<file path="config.mk">
export PLATFORM = sky130hd
export DESIGN_NAME = hcl_loader
export DESIGN_NICKNAME = d
export VERILOG_FILES = /design/src/rtl/hcl_spi_reader.v /design/src/rtl/hcl_loader.v
export VERILOG_INCLUDE_DIRS = /design/src /design/src/rtl
export SDC_FILE = /design/constraint.sdc
export NUM_CORES = 1
export LEC_CHECK = 0
export BUFFER_PORTS_ARGS = -buffer_cell sky130_fd_sc_hd__buf_2
export CELL_PAD_IN_SITES_DETAIL_PLACEMENT = 0
export CELL_PAD_IN_SITES_GLOBAL_PLACEMENT = 2
export CORE_AREA = 4 4 185 187
export DETAILED_ROUTE_END_ITERATION = 10
export DIE_AREA = 0 0 189 191
export PLACE_DENSITY_LB_ADDON = 0.05
export REMOVE_ABC_BUFFERS = 1
export SYNTH_ARGS = -nofsm -noshare
export SYNTH_HDL_FRONTEND = slang
export SYNTH_SLANG_ARGS = --single-unit
</file>
<file path="constraint.sdc">
create_clock -name pclk -period 7.3 [get_ports pclk]
set_clock_uncertainty 0.1 [all_clocks]
set_input_delay 0.365 -clock pclk [delete_from_list [all_inputs] [get_ports pclk]]
set_output_delay 0.365 -clock pclk [all_outputs]
set_load 0.02 [all_outputs]
</file>
<file path="src/rtl/hcl_regs.vh">
// constants for the hub configuration loader: image layout, defaults, register map
// assumes inclusion by bare name from each design file of the loader
`ifndef HCL_REGS_VH
`define HCL_REGS_VH

// image signature values
`define HCL_SIG_EXT        8'hD4
`define HCL_SIG_BLANK      8'hFF

// serial memory read command and start address
`define HCL_CMD_READ       8'h03
`define HCL_START_ADDR     16'h0000
`define HCL_HDR_BITS       9'd24

// image byte positions
`define HCL_B_SIG          6'd0
`define HCL_B_VID_LO       6'd1
`define HCL_B_VID_HI       6'd2
`define HCL_B_PID_LO       6'd3
`define HCL_B_PID_HI       6'd4
`define HCL_B_DEVREL_HI    6'd6
`define HCL_B_OC_TIMERS    6'd7
`define HCL_B_DRAW_FS      6'd8
`define HCL_B_DRAW_HS      6'd9
`define HCL_B_RSVD_A       6'd10
`define HCL_B_RSVD_B       6'd11
`define HCL_B_CUR_FS_BUS   6'd12
`define HCL_B_CUR_HS_BUS   6'd13
`define HCL_B_CUR_FS_SELF  6'd14
`define HCL_B_CUR_HS_SELF  6'd15
`define HCL_B_PGOOD        6'd16
`define HCL_B_FLAGS_A      6'd17
`define HCL_B_FLAGS_B      6'd18
`define HCL_B_LANGS        6'd20
`define HCL_B_LANGID_LO    6'd24
`define HCL_B_LANGID_HI    6'd25
`define HCL_IMAGE_BYTES    6'd26
`define HCL_TBL_BASE       16'd24

// field positions inside image bytes
`define HCL_FA_COMPOUND    6
`define HCL_FA_NO_IND      4
`define HCL_FA_GANG        2
`define HCL_FB_OC_DIS      1
`define HCL_FB_OC_PORT     0

// hub characteristics bit positions
`define HCL_HC_IND         7
`define HCL_HC_OC_DIS      4
`define HCL_HC_OC_PORT     3
`define HCL_HC_COMPOUND    2

// reset values (typical image content)
`define HCL_RST_VID        16'h0000
`define HCL_RST_PID        16'h0000
`define HCL_RST_DEVREL     8'h00
`define HCL_RST_OC_TIMERS  8'h88
`define HCL_RST_DRAW_FS    8'h28
`define HCL_RST_DRAW_HS    8'h57
`define HCL_RST_CUR_FS_BUS 8'h50
`define HCL_RST_CUR_HS_BUS 8'hAE
`define HCL_RST_CUR_FS_SLF 8'h50
`define HCL_RST_CUR_HS_SLF 8'h64
`define HCL_RST_PGOOD      8'h32
`define HCL_RST_FLAGS_A    8'h80
`define HCL_RST_FLAGS_B    8'h00

// apb register byte offsets
`define HCL_REG_CTRL       12'h000
`define HCL_REG_STATUS     12'h004
`define HCL_REG_IDS        12'h008
`define HCL_REG_MISC       12'h00C
`define HCL_REG_POWER      12'h010
`define HCL_REG_TIMING     12'h014
`define HCL_REG_LANG       12'h018
`define HCL_REG_TBL_AB     12'h01C
`define HCL_REG_TBL_CD     12'h020
`define HCL_REG_TBL_EF     12'h024

`endif

</file>
<file path="src/rtl/hcl_spi_reader.v">
// sequential byte reader for a serial memory: one read command, then a stream of bytes
// assumes miso is already synchronised to pclk and start is a one-cycle pulse
`timescale 1ns/1ps
`include "hcl_regs.vh"

module hcl_spi_reader #(
    parameter DIV = 4
) (
    input  wire       pclk,
    input  wire       presetn,
    input  wire       start,
    input  wire [5:0] byte_count,
    input  wire       miso_s,
    output reg        spi_sck,
    output reg        spi_cs_n,
    output reg        spi_mosi,
    output reg  [7:0] rd_byte,
    output reg        rd_valid,
    output reg        rd_done,
    output wire       busy
);
    localparam ST_IDLE = 2'b01;
    localparam ST_RUN  = 2'b10;

    reg [1:0]  state_q;
    reg [7:0]  div_q;
    reg [8:0]  bit_q;
    reg [8:0]  total_q;
    reg [23:0] tx_q;
    reg [6:0]  rx_q;

    assign busy = state_q[1];

    // mode 0: sample on rising sck, shift out on falling sck
    always @(posedge pclk or negedge presetn) begin
        if (!presetn) begin
            state_q  <= ST_IDLE;
            div_q    <= 8'h00;
            bit_q    <= 9'h000;
            total_q  <= 9'h000;
            tx_q     <= 24'h000000;
            rx_q     <= 7'h00;
            spi_sck  <= 1'b0;
            spi_cs_n <= 1'b1;
            spi_mosi <= 1'b0;
            rd_byte  <= 8'h00;
            rd_valid <= 1'b0;
            rd_done  <= 1'b0;
        end else begin
            rd_valid <= 1'b0;
            rd_done  <= 1'b0;
            case (state_q)
                ST_IDLE: begin
                    if (start) begin
                        state_q  <= ST_RUN;
                        spi_cs_n <= 1'b0;
                        spi_sck  <= 1'b0;
                        tx_q     <= {`HCL_CMD_READ, `HCL_START_ADDR};
                        spi_mosi <= 1'b0; // command msb is zero
                        bit_q    <= 9'h000;
                        div_q    <= 8'h00;
                        total_q  <= `HCL_HDR_BITS + {byte_count, 3'b000};
                    end
                end
                ST_RUN: begin
                    if (div_q == DIV[7:0] - 8'h01) begin
                        div_q <= 8'h00;
                        if (!spi_sck) begin
                            spi_sck <= 1'b1;
                            rx_q    <= {rx_q[5:0], miso_s};
                            bit_q   <= bit_q + 9'h001;
                            // header is a whole number of bytes, so low bits mark byte ends
                            if (bit_q >= `HCL_HDR_BITS && bit_q[2:0] == 3'b111) begin
                                rd_byte  <= {rx_q, miso_s};
                                rd_valid <= 1'b1;
                            end
                        end else if (bit_q == total_q) begin
                            spi_sck  <= 1'b0;
                            spi_cs_n <= 1'b1;
                            state_q  <= ST_IDLE;
                            rd_done  <= 1'b1;
                        end else begin
                            spi_sck  <= 1'b0;
                            tx_q     <= {tx_q[22:0], 1'b0};
                            spi_mosi <= tx_q[22];
                        end
                    end else begin
                        div_q <= div_q + 8'h01;
                    end
                end
                default: state_q <= ST_IDLE;
            endcase
        end
    end
endmodule

</file>
<file path="src/rtl/hcl_loader.v">
// hub configuration loader: reads the extended image from serial memory at start-up
// and holds the descriptor fields; registers visible over apb with zero wait states
// assumes usb_high_speed and self_powered come from logic on pclk
//
// Implementation choices: the APB slave port and the placing of the registers.
`timescale 1ns/1ps
`include "hcl_regs.vh"

// What this block does
// - image counts as extended format only when byte 0 equals 0xD4
// - vendor id: byte 1 low half, byte 2 high half
// - product id: byte 3 low, byte 4 high; byte 5 ignored
// - byte 6 is the upper byte of the device release id
// - byte 7: upper nibble active-port filter ms, lower idle-port
// - full speed upstream reports byte 8 as draw in 2 mA units
// - high speed upstream reports byte 9 as draw in 2 mA units
// - bus powered full speed reports byte 12 as controller current
// - bus powered high speed reports byte 13 as controller current
// - self powered full speed reports byte 14 as controller current
// - self powered high speed reports byte 15 as controller current
// - byte 16 reported as port power good delay in 2 ms steps
// - overcurrent disable bit turns detection off, shown as characteristics bit 4
// - string tables: two-byte entries low first, one per language, back to back
// - blank memory reading 0xFF enumerates as vendor class, not hub
module hcl_loader #(
    parameter SPI_DIV = 4
) (
    input  wire        pclk,
    input  wire        presetn,
    input  wire        psel,
    input  wire        penable,
    input  wire        pwrite,
    input  wire [11:0] paddr,
    input  wire [31:0] pwdata,
    output reg  [31:0] prdata,
    output wire        pready,
    output reg         pslverr,
    output wire        spi_sck,
    output wire        spi_cs_n,
    output wire        spi_mosi,
    input  wire        spi_miso,
    input  wire        usb_high_speed,
    input  wire        self_powered,
    output wire [15:0] vendor_id,
    output wire [15:0] product_id,
    output wire [15:0] device_release_id,
    output wire [3:0]  active_port_oc_filter_ms,
    output wire [3:0]  idle_port_oc_filter_ms,
    output reg  [7:0]  upstream_draw_2ma,
    output reg  [7:0]  controller_current_ma,
    output wire [7:0]  port_power_good_delay,
    output wire        oc_detect_disable,
    output reg  [15:0] hub_characteristics,
    output wire        vendor_class_mode,
    output wire        config_ready
);
    localparam ST_BOOT = 3'b001;
    localparam ST_LOAD = 3'b010;
    localparam ST_DONE = 3'b100;

    reg  [2:0]  state_q;
    reg         start_q;
    reg  [5:0]  idx_q;
    reg         miso_m_q;
    reg         miso_s_q;
    reg         ext_q;
    reg         blank_q;
    reg         bad_sig_q;
    reg         rsvd_nz_q;
    reg         done_q;
    reg  [15:0] vid_q;
    reg  [15:0] pid_q;
    reg  [7:0]  devrel_q;
    reg  [7:0]  oc_timers_q;
    reg  [7:0]  draw_fs_q;
    reg  [7:0]  draw_hs_q;
    reg  [7:0]  cur_fs_bus_q;
    reg  [7:0]  cur_hs_bus_q;
    reg  [7:0]  cur_fs_slf_q;
    reg  [7:0]  cur_hs_slf_q;
    reg  [7:0]  pgood_q;
    reg  [7:0]  flags_a_q;
    reg  [7:0]  flags_b_q;
    reg  [7:0]  langs_q;
    reg  [15:0] langid_q;
    reg  [15:0] hc_d;
    wire [7:0]  rd_byte;
    wire        rd_valid;
    wire        rd_done;
    wire        rd_busy;
    wire        wr_en;
    wire        rd_en;
    wire        reload;

    // byte address of string table k (0 = manufacturer); tables follow each other
    function [15:0] tbl_base;
        input [7:0] langs;
        input [2:0] k;
        begin
            tbl_base = `HCL_TBL_BASE + ({5'h00, k} + 8'h01) * {7'h00, langs, 1'b0};
        end
    endfunction

    // miso is a pin: two flops before any logic looks at it
    always @(posedge pclk or negedge presetn) begin
        if (!presetn) begin
            miso_m_q <= 1'b0;
            miso_s_q <= 1'b0;
        end else begin
            miso_m_q <= spi_miso;
            miso_s_q <= miso_m_q;
        end
    end

    hcl_spi_reader #(
        .DIV (SPI_DIV)
    ) u_reader (
        .pclk       (pclk),
        .presetn    (presetn),
        .start      (start_q),
        .byte_count (`HCL_IMAGE_BYTES),
        .miso_s     (miso_s_q),
        .spi_sck    (spi_sck),
        .spi_cs_n   (spi_cs_n),
        .spi_mosi   (spi_mosi),
        .rd_byte    (rd_byte),
        .rd_valid   (rd_valid),
        .rd_done    (rd_done),
        .busy       (rd_busy)
    );

    // apb decode: zero wait states, so access completes in the first access cycle
    assign pready = 1'b1;
    assign wr_en  = psel & penable & pwrite;
    assign rd_en  = psel & penable & ~pwrite;
    assign reload = wr_en & (paddr == `HCL_REG_CTRL) & pwdata[0];

    // sequencer: boot load after reset, software reload only once idle
    always @(posedge pclk or negedge presetn) begin
        if (!presetn) begin
            state_q <= ST_BOOT;
            start_q <= 1'b0;
            done_q  <= 1'b0;
        end else begin
            start_q <= 1'b0;
            case (state_q)
                ST_BOOT: begin
                    start_q <= 1'b1;
                    done_q  <= 1'b0;
                    state_q <= ST_LOAD;
                end
                ST_LOAD: begin
                    if (rd_done) begin
                        done_q  <= 1'b1;
                        state_q <= ST_DONE;
                    end
                end
                ST_DONE: begin
                    if (reload) begin
                        state_q <= ST_BOOT;
                    end
                end
                default: state_q <= ST_BOOT;
            endcase
        end
    end

    // image capture; fields past the signature only taken for a valid image,
    // so a foreign or blank image leaves the values from reset or from the last valid load in place
    always @(posedge pclk or negedge presetn) begin
        if (!presetn) begin
            idx_q        <= 6'h00;
            ext_q        <= 1'b0;
            blank_q      <= 1'b0;
            bad_sig_q    <= 1'b0;
            rsvd_nz_q    <= 1'b0;
            vid_q        <= `HCL_RST_VID;
            pid_q        <= `HCL_RST_PID;
            devrel_q     <= `HCL_RST_DEVREL;
            oc_timers_q  <= `HCL_RST_OC_TIMERS;
            draw_fs_q    <= `HCL_RST_DRAW_FS;
            draw_hs_q    <= `HCL_RST_DRAW_HS;
            cur_fs_bus_q <= `HCL_RST_CUR_FS_BUS;
            cur_hs_bus_q <= `HCL_RST_CUR_HS_BUS;
            cur_fs_slf_q <= `HCL_RST_CUR_FS_SLF;
            cur_hs_slf_q <= `HCL_RST_CUR_HS_SLF;
            pgood_q      <= `HCL_RST_PGOOD;
            flags_a_q    <= `HCL_RST_FLAGS_A;
            flags_b_q    <= `HCL_RST_FLAGS_B;
            langs_q      <= 8'h00;
            langid_q     <= 16'h0000;
        end else if (start_q) begin
            idx_q     <= 6'h00;
            rsvd_nz_q <= 1'b0;
        end else if (rd_valid) begin
            idx_q <= idx_q + 6'h01;
            if (idx_q == `HCL_B_SIG) begin
                ext_q     <= (rd_byte == `HCL_SIG_EXT);
                blank_q   <= (rd_byte == `HCL_SIG_BLANK);
                bad_sig_q <= (rd_byte != `HCL_SIG_EXT) && (rd_byte != `HCL_SIG_BLANK);
            end else if (ext_q) begin
                case (idx_q)
                    `HCL_B_VID_LO:      vid_q[7:0]   <= rd_byte;
                    `HCL_B_VID_HI:      vid_q[15:8]  <= rd_byte;
                    `HCL_B_PID_LO:      pid_q[7:0]   <= rd_byte;
                    `HCL_B_PID_HI:      pid_q[15:8]  <= rd_byte;
                    `HCL_B_DEVREL_HI:   devrel_q     <= rd_byte;
                    `HCL_B_OC_TIMERS:   oc_timers_q  <= rd_byte;
                    `HCL_B_DRAW_FS:     draw_fs_q    <= rd_byte;
                    `HCL_B_DRAW_HS:     draw_hs_q    <= rd_byte;
                    `HCL_B_RSVD_A,
                    `HCL_B_RSVD_B:      rsvd_nz_q    <= rsvd_nz_q | (|rd_byte);
                    `HCL_B_CUR_FS_BUS:  cur_fs_bus_q <= rd_byte;
                    `HCL_B_CUR_HS_BUS:  cur_hs_bus_q <= rd_byte;
                    `HCL_B_CUR_FS_SELF: cur_fs_slf_q <= rd_byte;
                    `HCL_B_CUR_HS_SELF: cur_hs_slf_q <= rd_byte;
                    `HCL_B_PGOOD:       pgood_q      <= rd_byte;
                    `HCL_B_FLAGS_A:     flags_a_q    <= rd_byte;
                    `HCL_B_FLAGS_B:     flags_b_q    <= rd_byte;
                    `HCL_B_LANGS:       langs_q      <= rd_byte;
                    `HCL_B_LANGID_LO:   langid_q[7:0]  <= rd_byte;
                    `HCL_B_LANGID_HI:   langid_q[15:8] <= rd_byte;
                    default:            langs_q      <= langs_q; // byte 5 and others unused
                endcase
            end
        end
    end

    // hub characteristics word built from the flag bytes
    always @* begin
        hc_d                   = 16'h0000;
        hc_d[1:0]              = flags_a_q[`HCL_FA_GANG] ? 2'b00 : 2'b01;
        hc_d[`HCL_HC_COMPOUND] = flags_a_q[`HCL_FA_COMPOUND];
        hc_d[`HCL_HC_OC_PORT]  = flags_b_q[`HCL_FB_OC_PORT];
        hc_d[`HCL_HC_OC_DIS]   = flags_b_q[`HCL_FB_OC_DIS];
        hc_d[`HCL_HC_IND]      = ~flags_a_q[`HCL_FA_NO_IND];
    end

    // speed and power mode selection registered; inputs may change at any time
    always @(posedge pclk or negedge presetn) begin
        if (!presetn) begin
            upstream_draw_2ma     <= `HCL_RST_DRAW_FS;
            controller_current_ma <= `HCL_RST_CUR_FS_BUS;
            hub_characteristics   <= 16'h0000;
        end else begin
            upstream_draw_2ma   <= usb_high_speed ? draw_hs_q : draw_fs_q;
            hub_characteristics <= hc_d;
            case ({self_powered, usb_high_speed})
                2'b00:   controller_current_ma <= cur_fs_bus_q;
                2'b01:   controller_current_ma <= cur_hs_bus_q;
                2'b10:   controller_current_ma <= cur_fs_slf_q;
                default: controller_current_ma <= cur_hs_slf_q;
            endcase
        end
    end

    assign vendor_id                = vid_q;
    assign product_id               = pid_q;
    assign device_release_id        = {devrel_q, 8'h00};
    assign active_port_oc_filter_ms = oc_timers_q[7:4];
    assign idle_port_oc_filter_ms   = oc_timers_q[3:0];
    assign port_power_good_delay    = pgood_q;
    assign oc_detect_disable        = flags_b_q[`HCL_FB_OC_DIS];
    // blank memory: hub stays a vendor class device so the part can be programmed
    assign vendor_class_mode        = done_q & blank_q;
    // hub must not connect upstream before every field is latched
    assign config_ready             = done_q;

    // read mux; unmapped addresses read zero with an error
    always @(posedge pclk or negedge presetn) begin
        if (!presetn) begin
            prdata  <= 32'h00000000;
            pslverr <= 1'b0;
        end else begin
            prdata  <= 32'h00000000;
            pslverr <= 1'b0;
            if (psel & ~penable) begin
                case (paddr)
                    `HCL_REG_CTRL:   prdata <= 32'h00000000;
                    `HCL_REG_STATUS: prdata <= {26'h0000000, rsvd_nz_q, bad_sig_q, blank_q, ext_q,
                                                done_q, rd_busy};
                    `HCL_REG_IDS:    prdata <= {pid_q, vid_q};
                    `HCL_REG_MISC:   prdata <= {8'h00, flags_b_q, oc_timers_q, devrel_q};
                    `HCL_REG_POWER:  prdata <= {cur_hs_bus_q, cur_fs_bus_q, draw_hs_q, draw_fs_q};
                    `HCL_REG_TIMING: prdata <= {flags_a_q, pgood_q, cur_hs_slf_q, cur_fs_slf_q};
                    `HCL_REG_LANG:   prdata <= {langid_q, 8'h00, langs_q};
                    `HCL_REG_TBL_AB: prdata <= {tbl_base(langs_q, 3'd1), tbl_base(langs_q, 3'd0)};
                    `HCL_REG_TBL_CD: prdata <= {tbl_base(langs_q, 3'd3), tbl_base(langs_q, 3'd2)};
                    `HCL_REG_TBL_EF: prdata <= {tbl_base(langs_q, 3'd5), tbl_base(langs_q, 3'd4)};
                    default:         pslverr <= 1'b1;
                endcase
            end
        end
    end
endmodule

</file>
==> results of run 1 <==
## cell families (layout without fill, tap and decap cells)
logic type      after synthesis  after routing  share of synthesized area, %
mux                         195            195                          17.6
other cells                   2             20                        0.0568
compound gates              194            194                          10.0
buf+inv                     109            233                          3.95
xor+xnor                     46             46                          3.17
simple gates                288            288                          11.1
flops                       262            262                          49.9
fa+ha+maj                    42             42                          4.09
## registers in the layout, indices dropped and copies added, names as in the netlist, 9 cells and up
name / flops
prdata: 32
u_reader.bit_q: 9
vendor_id: 16
langid_q: 16
product_id: 16
## layout make-up
class	instances	area share, %
Clock inverter	12	1.16
Multi-Input combinational cell	785	40.3
Inverter	27	0.662
Sequential cell	262	43.1
Timing Repair Buffer	148	5.21
Tap cell	442	3.61
Clock buffer	46	6.02
## critical path, delay by kind of cell, from the launching register on
| kind | cells | cell delay (ns) |
|---|---|---|
| XOR/XNOR | 2 | 1.05 |
| AND/OR/NAND/NOR | 2 | 0.20 |
| AO/OA/AOI/OAI | 3 | 0.60 |
| buffers and inverters | 1 | 0.24 |
| flip-flops | 1 | 0.73 |
| adder cells (fa/ha/maj) | 1 | 0.37 |
## per-stage QoR
step	instances	utilization, %
after floorplan	1074	-
after global placement	1662	43.7
after detailed placement	1662	43.7
after CTS	1722	47.2
after global routing	1722	47.2
final	1722	47.2
## metal layers
metal	global-route usage [%]	up-vias
li1	-	4334
met2	36.2	264
met3	3.58	41
met1	31.2	4805
met5	0	-
met4	5.02	0
## cells in the mapped netlist, types with 6 or more instances
master and instances:
sky130_fd_sc_hd__o21ai_0 38, sky130_fd_sc_hd__nand4_1 13, sky130_fd_sc_hd__nor4_1 6, sky130_fd_sc_hd__buf_4 22
sky130_fd_sc_hd__mux4_2 14, sky130_fd_sc_hd__a22oi_1 31, sky130_fd_sc_hd__a221oi_1 12, sky130_fd_sc_hd__and3_1 10
sky130_fd_sc_hd__mux2_2 163, sky130_fd_sc_hd__buf_2 15, sky130_fd_sc_hd__xnor2_1 27, sky130_fd_sc_hd__nand2b_1 7
sky130_fd_sc_hd__a21oi_1 42, sky130_fd_sc_hd__o22ai_1 9, sky130_fd_sc_hd__a222oi_1 8, sky130_fd_sc_hd__nor2b_1 7
sky130_fd_sc_hd__ha_1 40, sky130_fd_sc_hd__nor3_1 7, sky130_fd_sc_hd__dfrtp_1 230, sky130_fd_sc_hd__nand2_1 91
sky130_fd_sc_hd__dfstp_2 32, sky130_fd_sc_hd__clkbuf_1 39, sky130_fd_sc_hd__nor2_1 71, sky130_fd_sc_hd__nand3_1 25
sky130_fd_sc_hd__xor2_1 18, sky130_fd_sc_hd__a31oi_1 13, sky130_fd_sc_hd__mux2i_1 18, sky130_fd_sc_hd__inv_1 27
sky130_fd_sc_hd__and2_1 10
## worst paths after layout
check,from,endpoint,slack (ns),depth (start not counted)
setup / recovery,langs_q[2],prdata[23],3.85,9
hold / removal,penable,pslverr,0.03,3
setup reg to reg,langs_q[2],prdata[23],3.85,9
hold reg to reg,miso_m_q,miso_s_q,0.26,0
max in group asynchronous,presetn,langid_q[8],5.45,3
min in group asynchronous,presetn,langs_q[7],0.34,2
## repair_timing
action / CTS / global route
endpoints found under the hold margin: 107 / 0
hold buffers: 2 / 0
gates resized for setup: 0 / 0
## where the power goes
| group | leakage, nW | total [mW] | internal [mW] | switching, mW |
|---|---|---|---|---|
| Sequential | 3.47 | 1.46 | 1.46 | 0.00161 |
| Combinational | 3.34 | 0.0758 | 0.0162 | 0.0596 |
| Clock | 0.544 | 1.64 | 1.01 | 0.625 |
| Total | 7.35 | 3.17 | 2.49 | 0.686 |
==> results.toml, run 1 <==
[worst_hold_path]
worst_hold_check_path_type = "input pin to flip-flop"

[cells_and_area]
layout_cells_sized_above_1_pct = 33.4
antenna-diode-count = 0
final.fill_count = 3052
footprint_of_the_multi_input_gates_mm2 = 0.00617
nNetsFinal = 1349
design_area_mm2 = 0.0153
layout-area-overhead-vs-synth_pct = 15.9
final_common_cell = "sky130_fd_sc_hd__dfrtp_1"
seq_area_mm2 = 0.00660
final_cell_mix = "sky130_fd_sc_hd__dfrtp_1, sky130_fd_sc_hd__mux2_2, sky130_fd_sc_hd__buf_2"

[setup_path]
critical_path.max_stage_delay_ns = 0.82
worstPathCellList = "inv_1, ha_1, a21o_1, a21oi_1, xnor2_1, nor3_1, xnor2_1, nand2_1, a31oi_1"
critPathArrivalTime_ns = 3.77
path_max_fanout = 11
critPathRequiredTime_ns = 7.61
criticalPathCategory = "flip-flop to flip-flop"
start_kind = "flip-flop"
critical-path-top-cell-by-count = "sky130_fd_sc_hd__xnor2_1"
critical_path.endpoint_type = "flip-flop"
critical-path-slowest-cell = "sky130_fd_sc_hd__xnor2_1"

[place]
hpwlAfterDp_um = 28400
gp_congestion = 0.851
placedInstanceArea_mm2 = 0.0142
dp_slack_ns = 3.91
numPortBuffers = 136

[yosys]
synthDominantAreaCellType = "sky130_fd_sc_hd__dfrtp_1"
ys_warns = 0
primary_flip_flop_cell_chosen_by_synthesis_mapping = "sky130_fd_sc_hd__dfrtp_1"
seq_area_frac_synth_pct = 49.9
synth_top_area_share_pct = 43.6
netlist-cell-type-count = 80
ys_seq_elements = 262
synth.cell_area_mm2 = 0.0132
synth.avg_cell_area_um2 = 11.6
asyncSetResetFlopFracSynth_pct = 100
count_of_flip_flops_with_a_built_in_enable_after_synthesis = 0
syn-instance-count = 1138
netlist_top_cells_area = "sky130_fd_sc_hd__dfrtp_1, sky130_fd_sc_hd__mux2_2, sky130_fd_sc_hd__dfstp_2"

[global_routing]
grt_max_degree = 152
grt_overflow_total = 0
grt_pass1_wl_um = 61300
grt_antenna_before_repair = 0
grt_util_all_layers_pct = 22.1
grt_pass1_vias = 9697

[clocking]
cts_buffer_depth = 3
clock_sinks = 262
insertion_delay_ns = 0.58
post-cts-setup-buffers = 0
cts_tree = "built"
clock_buffers_created_by_tritoncts = 31
clkTransAtPathRegs_ns = 0.05
cts.htree.levels = 1
clock-root-buffer = "sky130_fd_sc_hd__clkbuf_16"

[detailed_routing]
routed-wl-met2_um = 19000
met3_wire_len_um = 2300
via_count = 9444
topmost_layer_with_routed_signal_wires = "met4"
route.antenna.remaining_nets = 0
vias_per_instance = 5.48
drt_pre_antenna_iters = 8
initialDrtViolationCount = 613
detail_route.drc_violations = 0
detail_route.wirelength_um = 40300
wirelength_met1_um = 18200
routed_wire_length_per_instance_um = 23.4

[sta]
hold_violation_total_from_the_final_report = 0
timing.fmax_mhz = 290
timing.hold.ws_ns = 0.0330
rsz0062_at_grt = "no"
fin_ws_ns = 3.85
slew_violations = 0
final.min_clock_period_ns = 3.45
final.setup.tns_ns = 0
worst_slew_margin_rel_pct = 21.2
period_share_pct = 47.3
tightestPinTransition_ns = 1.18
setup_viol_count_final = 0

[power]
p_total_mw = 3.17
power.density_mw_per_mm2 = 207
power_leakage_nw = 7.35
peakVddDrop_mv = 0.173

[die]
core_area_mm2 = 0.0325
initial_core_util_pct = 40.7
die-height_um = 191
die_width_um = 189
fp.dieArea_mm2 = 0.0361
num_io_pins = 188
floorplan.rows = 66

[status]
outcome = "finished clean"

[flow_run]
drv_cap = 0
Note: power is estimated with default switching activity, not from simulation.
==> run 2, diff against run 1 <==
Settings changed: CORE_AREA 4 4 185 187 to 4 4 192 194, DIE_AREA 0 0 189 191 to 0 0 196 198.
Clock period 7.3 ns to 3.19 ns, I/O delays scaled along.
==> results.toml, run 2 (synthesis gave the netlist of run 1 again) <==
[setup_path]
critPathRequiredTime_ns = 3.59
start_kind = "flip-flop"
critPathArrivalTime_ns = 3.44
criticalPathCategory = "flip-flop to flip-flop"
ff2ff_path_depth = 10
critical_path.endpoint_type = "flip-flop"
path_max_fanout = 6

[detailed_routing]
routed_wire_length_per_instance_um = 23.9
met3_wire_len_um = 2240
topmost_layer_with_routed_signal_wires = "met4"
initialDrtViolationCount = 622
wirelength_met1_um = 19500
drt_pre_antenna_iters = 5
route.antenna.remaining_nets = 0
via_count = 9656
vias_per_instance = 5.40
detail_route.drc_violations = 0
routed-wl-met2_um = 20400
detail_route.wirelength_um = 42800

[die]
num_io_pins = 188
fp.dieArea_mm2 = 0.0388
initial_core_util_pct = 37.5
core_area_mm2 = 0.0352
floorplan.rows = 69
die_width_um = 196
die-height_um = 198

[clocking]
clock_sinks = 262
clock-root-buffer = "sky130_fd_sc_hd__clkbuf_16"
cts_buffer_depth = 3
cts.htree.levels = 1
cts_tree = "built"
post-cts-setup-buffers = 0
insertion_delay_ns = 0.57
clock_buffers_created_by_tritoncts = 30
clkTransAtPathRegs_ns = 0.06

[sta]
final.setup.tns_ns = 0
fin_ws_ns = 0.145
final.min_clock_period_ns = 3.05
slew_violations = 0
worst_slew_margin_rel_pct = 29.1
hold_violation_total_from_the_final_report = 0
setup_viol_count_final = 0
timing.fmax_mhz = 328
tightestPinTransition_ns = 1.06
period_share_pct = 95.5
rsz0062_at_grt = "no"

[cells_and_area]
final_cell_mix = "sky130_fd_sc_hd__dfrtp_1, sky130_fd_sc_hd__mux2_2, sky130_fd_sc_hd__buf_2"
register_with_the_most_flip_flops = "prdata"
layout-area-overhead-vs-synth_pct = 18.4
nNetsFinal = 1396
final.fill_count = 3397
largest_register_ff_count = 32
layout_cells_sized_above_1_pct = 35.1
design_area_mm2 = 0.0156
antenna-diode-count = 0
final_common_cell = "sky130_fd_sc_hd__dfrtp_1"

[flow_run]
drv_cap = 0

[global_routing]
grt_max_degree = 105
grt_pass1_vias = 9799
grt_overflow_total = 0
grt_antenna_before_repair = 0
grt_pass1_wl_um = 64000
grt_util_all_layers_pct = 21.7

[power]
power.density_mw_per_mm2 = 445
peakVddDrop_mv = 0.394
power_leakage_nw = 7.55
p_total_mw = 6.95

[status]
outcome = "finished clean"

[place]
dp_slack_ns = 0.168
hpwlAfterDp_um = 30900
placedInstanceArea_mm2 = 0.0146
numPortBuffers = 136
gp_congestion = 0.883

[worst_hold_path]
hold_path_depth = 5
worst_hold_check_path_type = "input pin to flip-flop"
[run 2: changes by cell type in the layout (fill, tap and decap cells not counted), moves of 2 or more]
cell / change
sky130_fd_sc_hd__clkbuf_1: +4
sky130_fd_sc_hd__dlygate4sd3_1: +5
sky130_fd_sc_hd__buf_12: +2
sky130_fd_sc_hd__buf_4: +41
sky130_fd_sc_hd__bufinv_16: -3
[run 2: power by group]
part	leakage [nW]	internal (mW)	total (mW)	switching, mW
logic	3.60	0.0499	0.192	0.142
registers	3.47	3.33	3.34	0.00427
clock network	0.488	2.01	3.43	1.42
total	7.55	5.39	6.95	1.56
[run 2: critical path: stages (launching register included)]
cell and delay (ns):
sky130_fd_sc_hd__dfrtp_1 0.49, sky130_fd_sc_hd__ha_1 0.35, sky130_fd_sc_hd__ha_1 0.24, sky130_fd_sc_hd__fa_1 0.42, sky130_fd_sc_hd__nand3_1 0.10, sky130_fd_sc_hd__nand2_1 0.08
sky130_fd_sc_hd__or4_1 0.40, sky130_fd_sc_hd__a32o_1 0.28, sky130_fd_sc_hd__nand4b_1 0.17, sky130_fd_sc_hd__o211ai_1 0.20, sky130_fd_sc_hd__a32o_1 0.15
[run 2: layout make-up]
class	instances	area, µm²	area share (%)
multi-input combinational	785	6170	39.5
inverter	27	101	0.648
clock buffer	48	898	5.75
tap	461	577	3.69
sequential	262	6600	42.2
timing repair buffer	196	1200	7.65
clock inverter	8	93.8	0.600
[run 2: through the flow]
step,std cells,util (%),hold WS (ns)
floorplan,1074,-,-0.236
global placement,1724,41.4,0.170
detailed placement,1724,41.4,0.172
CTS,1787,44.4,0.0317
global route,1787,44.4,0.0742
finish,1787,44.4,0.0430
[run 2: layer usage]
metal	vias to the layer above	track usage (%)
li1	4422	-
met1	4948	30.7
met2	247	36.1
met3	39	3.35
met4	0	3.62
met5	-	0
[run 2: worst paths after layout]
path	start	to	slack (ns)
max	langs_q[1]	prdata[11]	0.14
min	paddr[11]	prdata[27]	0.04
max reg2reg	langs_q[1]	prdata[11]	0.14
min reg2reg	miso_m_q	miso_s_q	0.26
max in group asynchronous	presetn	port_power_good_delay[1]	1.99
min in group asynchronous	presetn	prdata[9]	0.15
[run 2: timing repair]
item | in CTS | in global routing
hold buffers | 7 | 0
gates resized for setup | 0 | 1
endpoints found under the hold margin | 105 | 0
endpoints found under the setup margin | 0 | 1
